--- src/common/poss_pkg.sv ---
// Purpose: Constants for the power-on strap sampler
// Assumes: 32-bit memory address/data bus, straps low by default
// Notes: Functional notes below list the behaviour in short form
//
// Functional notes
// - Bus undriven in reset, capture on release
// - Unpulled strap reads low, low default
// - Bit 31 high means static memory attached
// - Bit 30 picks ordinary or nonvolatile RAM
// - Bit 16 low enables extended bus mode
// - Bit 15 low enables 133 MHz operation
// - Bit 14 low gives 64-bit bus width
// - Bit 13 low enables 66 MHz operation
// - Bit 10 low enables MSI-X interrupts
// - Bit 8 high marks hot swap present
// - Bit 7 low lets processor boot run
// - Bit 5 loads subsystem id bit 15
// - Bit 3 loads device id bit 0
// - Bits 2:1 give flash size code
// - Reserved strap bits have no effect
package poss_pkg;

    // ------------------------------------------------------------
    // Bus geometry and strap positions
    // ------------------------------------------------------------
    localparam int BUS_W = 32;
    localparam int SRAM_PRESENT_BIT = 31;
    localparam int SRAM_TYPE_BIT = 30;
    localparam int PCIX_DIS_BIT = 16;
    localparam int PCIX133_DIS_BIT = 15;
    localparam int BUS32_BIT = 14;
    localparam int PCI66_DIS_BIT = 13;
    localparam int MSIX_DIS_BIT = 10;
    localparam int HOTSWAP_BIT = 8;
    localparam int BOOT_DIS_BIT = 7;
    localparam int SUBSYS_ID_BIT = 5;
    localparam int DEV_ID_BIT = 3;
    localparam int FLASH_HI_BIT = 2;
    localparam int FLASH_LO_BIT = 1;

    // Bits that carry a setting; the rest are reserved
    localparam logic [31:0] USED_MASK = 32'hc001e5ae;

    // Reset value of every captured strap
    localparam logic [31:0] STRAP_RESET = 32'h00000000;
    localparam logic [1:0] FLASH_RESET = 2'h0;

    // Flash size codes as seen on the straps
    localparam logic [1:0] FLASH_CODE_2MB = 2'h1;
    localparam logic [1:0] FLASH_CODE_4MB = 2'h2;

    // Output enable level while the bus is released
    localparam logic [31:0] OE_RELEASED = 32'hffffffff;

    // Sampler phases
    typedef enum logic [1:0] {
        POSS_SAMPLE,
        POSS_HOLD
    } poss_state_t;

endpackage : poss_pkg

--- src/rtl/poss_capture.sv ---
// Purpose: Continuous strap sampling register with latch on release
// Assumes: Bus inputs synchronous to ref_clk_in
// Notes: Holds the last sample taken while host reset was low
`timescale 1ns/1ps
module poss_capture
    import poss_pkg::*;
(
    input wire logic ref_clk_in,
    input wire logic arst_n_in,
    input wire logic sample_in,
    input wire logic [31:0] bus_in,
    output logic [31:0] strap_out
);

    // ------------------------------------------------------------
    // Sample register
    // ------------------------------------------------------------
    // Reserved bits are forced low so they carry nothing onward
    wire [31:0] masked_bus = bus_in & USED_MASK;

    // Track the bus every cycle while sampling, freeze otherwise
    always_ff @(posedge ref_clk_in or negedge arst_n_in) begin
        if (!arst_n_in) begin
            strap_out <= STRAP_RESET;
        end else if (sample_in) begin
            strap_out <= masked_bus;
        end
    end

endmodule : poss_capture

--- src/rtl/poss_sampler.sv ---
// Purpose: Power-on strap sampler turning memory bus straps to settings
// Assumes: Host bus reset input synchronous to ref_clk_in
// Notes: Settings change only at host reset release and at chip reset
`timescale 1ns/1ps
module poss_sampler
    import poss_pkg::*;
(
    input wire logic ref_clk_in, // 200 MHz system clock
    input wire logic arst_n_in, // Chip reset, async low
    input wire logic host_rst_n_in, // Host bus reset, low active
    input wire logic [31:0] mem_addr_data_bus_in, // Strap pins
    output logic [31:0] mem_addr_data_bus_oe_n_out, // Low drives pin
    output logic straps_valid_out, // Settings captured
    output logic sram_present_out, // Static RAM attached
    output logic nonvolatile_static_ram_out, // Type is nonvolatile
    output logic pcix_enable_out, // Extended bus mode allowed
    output logic pcix_133_enable_out, // 133 MHz allowed
    output logic bus_64bit_out, // 64-bit host bus
    output logic pci_66_enable_out, // 66 MHz allowed
    output logic msix_enable_out, // MSI-X allowed
    output logic hot_swap_enable_out, // Hot swap on board
    output logic embedded_io_processor_boot_out, // Boot may run
    output logic subsys_id_bit15_out, // Subsystem id bit 15
    output logic device_id_bit0_out, // Device id bit 0
    output logic [1:0] flash_size_code_out // Raw flash size code
);

    // ------------------------------------------------------------
    // Phase control
    // ------------------------------------------------------------
    poss_state_t state; // Current phase
    poss_state_t next_state; // Next phase
    logic [31:0] strap; // Captured straps

    // Sample whenever the host reset is low; hold once it lifts
    wire in_host_reset = !host_rst_n_in;
    wire sampling = in_host_reset;
    wire releasing = (state == POSS_SAMPLE) && !in_host_reset;

    // Phase transitions
    always_comb begin
        next_state = state;
        unique case (state)
            POSS_SAMPLE: begin
                // Release ends the sampling window
                if (!in_host_reset) begin
                    next_state = POSS_HOLD;
                end
            end
            POSS_HOLD: begin
                // Only a new host reset reopens sampling
                if (in_host_reset) begin
                    next_state = POSS_SAMPLE;
                end
            end
        endcase
    end

    // Phase register
    always_ff @(posedge ref_clk_in or negedge arst_n_in) begin
        if (!arst_n_in) begin
            state <= POSS_SAMPLE;
        end else begin
            state <= next_state;
        end
    end

    // ------------------------------------------------------------
    // Strap capture
    // ------------------------------------------------------------
    poss_capture u_capture (
        .ref_clk_in(ref_clk_in),
        .arst_n_in(arst_n_in),
        .sample_in(sampling),
        .bus_in(mem_addr_data_bus_in),
        .strap_out(strap)
    );

    // ------------------------------------------------------------
    // Decode of the captured straps
    // ------------------------------------------------------------
    // Decoding reads the held copy, so settings stay put after release
    wire d_present = strap[SRAM_PRESENT_BIT];
    // Type only has meaning when a memory is present
    wire d_nv = strap[SRAM_PRESENT_BIT] & strap[SRAM_TYPE_BIT];
    wire d_pcix = !strap[PCIX_DIS_BIT];
    wire d_pcix133 = !strap[PCIX133_DIS_BIT];
    wire d_bus64 = !strap[BUS32_BIT];
    wire d_pci66 = !strap[PCI66_DIS_BIT];
    wire d_msix = !strap[MSIX_DIS_BIT];
    wire d_hotswap = strap[HOTSWAP_BIT];
    wire d_boot = !strap[BOOT_DIS_BIT];
    wire d_subsys = strap[SUBSYS_ID_BIT];
    wire d_devid = strap[DEV_ID_BIT];
    // Code passes raw; size mapping is left to the flash controller
    wire [1:0] d_flash = {strap[FLASH_HI_BIT], strap[FLASH_LO_BIT]};

    // ------------------------------------------------------------
    // Output registers
    // ------------------------------------------------------------
    // Bus stays released for the whole host reset window
    always_ff @(posedge ref_clk_in or negedge arst_n_in) begin
        if (!arst_n_in) begin
            mem_addr_data_bus_oe_n_out <= OE_RELEASED;
        end else if (in_host_reset) begin
            mem_addr_data_bus_oe_n_out <= OE_RELEASED;
        end
    end

    // Valid flag rises after release and drops on host reset
    always_ff @(posedge ref_clk_in or negedge arst_n_in) begin
        if (!arst_n_in) begin
            straps_valid_out <= 1'b0;
        end else if (in_host_reset) begin
            straps_valid_out <= 1'b0;
        end else if (state == POSS_HOLD) begin
            straps_valid_out <= 1'b1;
        end
    end

    // Settings load once, on the cycle after the release edge
    always_ff @(posedge ref_clk_in or negedge arst_n_in) begin
        if (!arst_n_in) begin
            sram_present_out <= 1'b0;
            nonvolatile_static_ram_out <= 1'b0;
            pcix_enable_out <= 1'b1;
            pcix_133_enable_out <= 1'b1;
            bus_64bit_out <= 1'b1;
            pci_66_enable_out <= 1'b1;
            msix_enable_out <= 1'b1;
            hot_swap_enable_out <= 1'b0;
            embedded_io_processor_boot_out <= 1'b1;
            subsys_id_bit15_out <= 1'b0;
            device_id_bit0_out <= 1'b0;
            flash_size_code_out <= FLASH_RESET;
        end else if (releasing) begin
            sram_present_out <= d_present;
            nonvolatile_static_ram_out <= d_nv;
            pcix_enable_out <= d_pcix;
            pcix_133_enable_out <= d_pcix133;
            bus_64bit_out <= d_bus64;
            pci_66_enable_out <= d_pci66;
            msix_enable_out <= d_msix;
            hot_swap_enable_out <= d_hotswap;
            embedded_io_processor_boot_out <= d_boot;
            subsys_id_bit15_out <= d_subsys;
            device_id_bit0_out <= d_devid;
            flash_size_code_out <= d_flash;
        end
    end

endmodule : poss_sampler

--- config.mk ---
export PLATFORM = sky130hd
export DESIGN_NAME = poss_sampler
export DESIGN_NICKNAME = d
export VERILOG_FILES = /design/src/common/poss_pkg.sv /design/src/rtl/poss_capture.sv /design/src/rtl/poss_sampler.sv
export SDC_FILE = /design/constraint.sdc
export NUM_CORES = 1
export LEC_CHECK = 0
export BUFFER_PORTS_ARGS = -buffer_cell sky130_fd_sc_hd__buf_2
export CORE_MARGIN = 3
export CORE_UTILIZATION = 40
export CTS_CLUSTER_SIZE = 16
export DETAILED_ROUTE_END_ITERATION = 10
export PLACE_DENSITY = 0.75
export SLEW_MARGIN = 20
export SYNTH_ARGS = -nofsm -noshare
export SYNTH_HDL_FRONTEND = slang
export SYNTH_HIERARCHICAL = 1
export SYNTH_SLANG_ARGS = --single-unit
--- constraint.sdc ---
create_clock -name ref_clk_in -period 1.2 [get_ports ref_clk_in]
set_input_delay 0.12 -clock ref_clk_in [delete_from_list [all_inputs] [get_ports ref_clk_in]]
set_output_delay 0.12 -clock ref_clk_in [all_outputs]
set_load 0.02 [all_outputs]
### Yosys cells after proc, flatten, opt, wreduce, memory -nomap -nowiden

Cells that the tools add are included.

* output and inout port bits: 46
* input port bits: 35
* bits in registers: 29
* logic and storage cells: 34

* reduce and logical (&&, ||, !) cells: 9
* muxes and demuxes: 5
* equal/unequal tests: 4
* bitwise logic cells: 1

Operator list (number)
* $logic_not A1 Y1: 6
* $mux W2: 2
* $ne A2 B2 Y1 const B: 2
* $pmux W2 S2: 1
* $eq A2 B1 Y1 const B: 1
* $logic_not A2 Y1: 1
* $mux W1: 2
* $ne A2 B1 Y1 const B: 1
* $reduce_and A2 Y1: 1
* $and A1 B1 Y1: 1
* $logic_and A1 B1 Y1: 1

### Depth between registers and ports, before layout

* depth after elaboration: 3
* mapped depth: 6
* mapped depth without buffers: 4

### Cells and area by module

The synthesis kept the hierarchy.

By module, submodules not included
* poss_sampler: sequential area each 382.9 um2, area an instance 870.8 um2, cells an instance 78, times used 1
* poss_capture: sequential area each 325.3 um2, area an instance 666.9 um2, cells an instance 47, times used 1

### Least setup slack after synthesis

No wires, ideal clock.

* path kind: reg-to-reg
* from: register state[0]
* to: register subsys_id_bit15_out
* arrival time: 1107 ps
* required time: 1075 ps
* buffers on the path: 2
* cell stages (with the launch flop): 6
* path slack: -33 ps
* library setup time: 125 ps
* period minus slack after synthesis: 1233 ps
* cell sequence: dfrtp_1 inv_1 ha_1 buf_6 buf_12 mux2_4

* word-level cells in the longest chain between the ends: 2

RTL lines
* start: declaration: RTL line poss_sampler.sv:31 `poss_state_t state;`
* start signal: assignment: RTL line poss_sampler.sv:64 `state <= next_state;`
* $logic_not A2 Y1: RTL line poss_sampler.sv:38 `wire releasing = (state == POSS_SAMPLE) && !in_host_reset;`
* $logic_and A1 B1 Y1: RTL line poss_sampler.sv:38
* via releasing: RTL line poss_sampler.sv:38
* end signal: assignment: RTL line poss_sampler.sv:146 `subsys_id_bit15_out <= d_subsys;`
* end: declaration: RTL line poss_sampler.sv:23 `output logic subsys_id_bit15_out,`

The timed path passes the listed nets, and every way through them passes these cells.
A chain may end at the register's enable or synchronous reset.

### Final worst setup path

* from: register state[0]
* to: register hot_swap_enable_out

* word-level cells in the longest chain between the ends: 2

RTL lines
* $logic_not A2 Y1: RTL line poss_sampler.sv:38
* $logic_and A1 B1 Y1: RTL line poss_sampler.sv:38
* via releasing: RTL line poss_sampler.sv:38
* end signal: assignment: RTL line poss_sampler.sv:144 `hot_swap_enable_out <= d_hotswap;`
* end: declaration: RTL line poss_sampler.sv:21 `output logic hot_swap_enable_out,`

The timed path passes the listed nets, and every way through them passes these cells.

==> run metrics <==
outcome=finished, final reports clean; First DRT Iteration DRCs=6; GRT Total Usage=11.1%; Critical path origin=state[0]$_DFFE_PN0P_; Fmax=836 MHz; clock root buffer=clkbuf_4; initial antenna violation count=0; synthesized cell area=1390 um2; max_cap viols=0; Hold Vio Cnt, Final=0; FP Rows=20; commonest non-fill, non-tap cell in the layout=conb_1; CP Max Fanout=4; DR vias=770; CTS tree=yes; I/O pin total=81; crit-path leading delay family=flip-flops; HP Start=mem_addr_data_bus_in[16]; Pleak=0.850 nW; Starting Density=43.8%; n_diodes=0; Final Critical Period=1200 ps; drt drc=0; setup TNS=0 ps; commonest cells after routing, fill and taps aside=conb_1 (32), buf_2 (25), dfrtp_1 (22), mux2_4 (16), buf_4 (10); Mapped Cells=105; vias per inst=4.05; CP peak stage delay=430 ps; Die Width=65.0 um; Clock Latency Late Sink=320 ps; Die H=65.0 um; DRT Pass-1 Iters=4; Worst Hold Slack=17.7 ps; largest net degree at the start of global routing=29; clock sinks=28; nets=184; CP max-delay cell=dfrtp_1; first-pass GRT wire length=3610 um; Critical Path AT=1410 ps; Core Box Area=3180 um2; layout cells sized above 1=47.3%; clock skew=4.92 ps; # port buffers=29; Period Utilization, post-route=99.7%; gpl congestion=0.621; final setup vio count=0; unrepaired setup endpoints after global routing=true; Worst Setup Path Type=reg -> reg; Yosys warning total=6; Required @ worst endpoint=1420 ps; routed len/inst=12.1 um; Pwr Density=2090 nW/um2; type of the worst min-delay path=in -> reg; crit-path cells=inv_2 -> ha_4 -> buf_6 -> mux2_4; number of antenna-violating nets in the routed design=0; Tightest Pin Transition=604 ps; Syn-to-layout area delta=15.8%; WP buf/inv=2; number of global-route vias before repair=799; max-slew violation count=0; Avg Inst Size Synth=13.3 um2; clock buffer depth=2; startpoint type of the worst setup path=flip-flop; Max VDD drop=0.990 mV; Critical R2R Launch=state[0]$_DFFE_PN0P_; H-tree Lvls=1; crit end category=flip-flop; HPWL Detailed=1700 um; Clock Pin Slew Worst Setup and Hold Paths=150 ps; die area=4220 um2; CTS Buf Count=3; total gr overflow=0; relative slew slack=59.7%; DRT Wirelength=2300 um
==> where the power goes <==
group	switching (W)	internal, W	total, W
Combinational	0.000770	0.000685	0.00145
Clock	0.000266	0.000185	0.000451
Sequential	0.000162	0.00131	0.00147
Total	0.00120	0.00218	0.00338
==> worst reg2reg max path, stage by stage, from the launching register on <==
cell and delay [ps]:
dfrtp_1 430, inv_2 80, ha_4 160, buf_6 130
mux2_4 300
==> through the flow <==
| step | setup WS, ps | instance area [um2] | utilization, % | total power, W | std cells |
|---|---|---|---|---|---|
| final | 3.82 | 1610 | 50.7 | 0.00338 | 190 |
| after detailed placement | -123 | 1490 | 47.0 | 0.00279 | 183 |
| after global placement | -57.4 | 1490 | 47.0 | 0.00273 | 183 |
| after global routing | -28.8 | 1610 | 50.7 | 0.00360 | 190 |
| after CTS | -11.0 | 1560 | 49.2 | 0.00329 | 189 |
| after floorplan | -32.5 | 1510 | - | 0.00242 | 136 |
==> routing by layer <==
metal	wire (um)	GRT usage, %	vias to the layer above
met2	1120	18.9	44
met4	0	3.96	0
met1	965	13.8	373
met3	215	2.43	0
met5	0	0	-
li1	-	-	353
==> cell type report <==
cell class	instances	area, um2
Clock buffer	4	36.3
Fill cell	285	1570
Inverter	8	30.0
Multi-Input combinational cell	65	518
Sequential cell	28	708
Tap cell	44	55.1
Timing Repair Buffer	41	264
==> timing repair <==
action,in CTS,in global routing
endpoints found under the setup margin,9,16
pin swaps,1,1
hold buffers,1,2
gates resized for setup,4,11
endpoints found under the hold margin,22,2
buffers inserted,1,0
==> registers in the layout, summed over array words and instances (netlist names) <==
signal                          count
msix_enable_out                     1
bus_64bit_out                       1
state                               1
pcix_enable_out                     1
sram_present_out                    1
subsys_id_bit15_out                 1
nonvolatile_static_ram_out          1
hot_swap_enable_out                 1
pcix_133_enable_out                 1
u_capture/strap_out                13
straps_valid_out                    1
flash_size_code_out                 2
pci_66_enable_out                   1
embedded_io_processor_boot_out      1
device_id_bit0_out                  1
==> final timing paths <==
check / slack (ps) / endpoint / cells after the start
max: 4 / hot_swap_enable_out$_DFFE_PN0P_ / 4
min: 20 / u_capture/strap_out[16]$_DFFE_PN0P_ / 2
min reg2reg: 420 / msix_enable_out$_DFFE_PN1P_ / 1
max in group asynchronous: 490 / u_capture/strap_out[10]$_DFFE_PN0P_ / 2
max reg2reg: 4 / hot_swap_enable_out$_DFFE_PN0P_ / 4
min in group asynchronous: 320 / flash_size_code_out[0]$_DFFE_PN0P_ / 2
(Power assumes the default switching activity.)
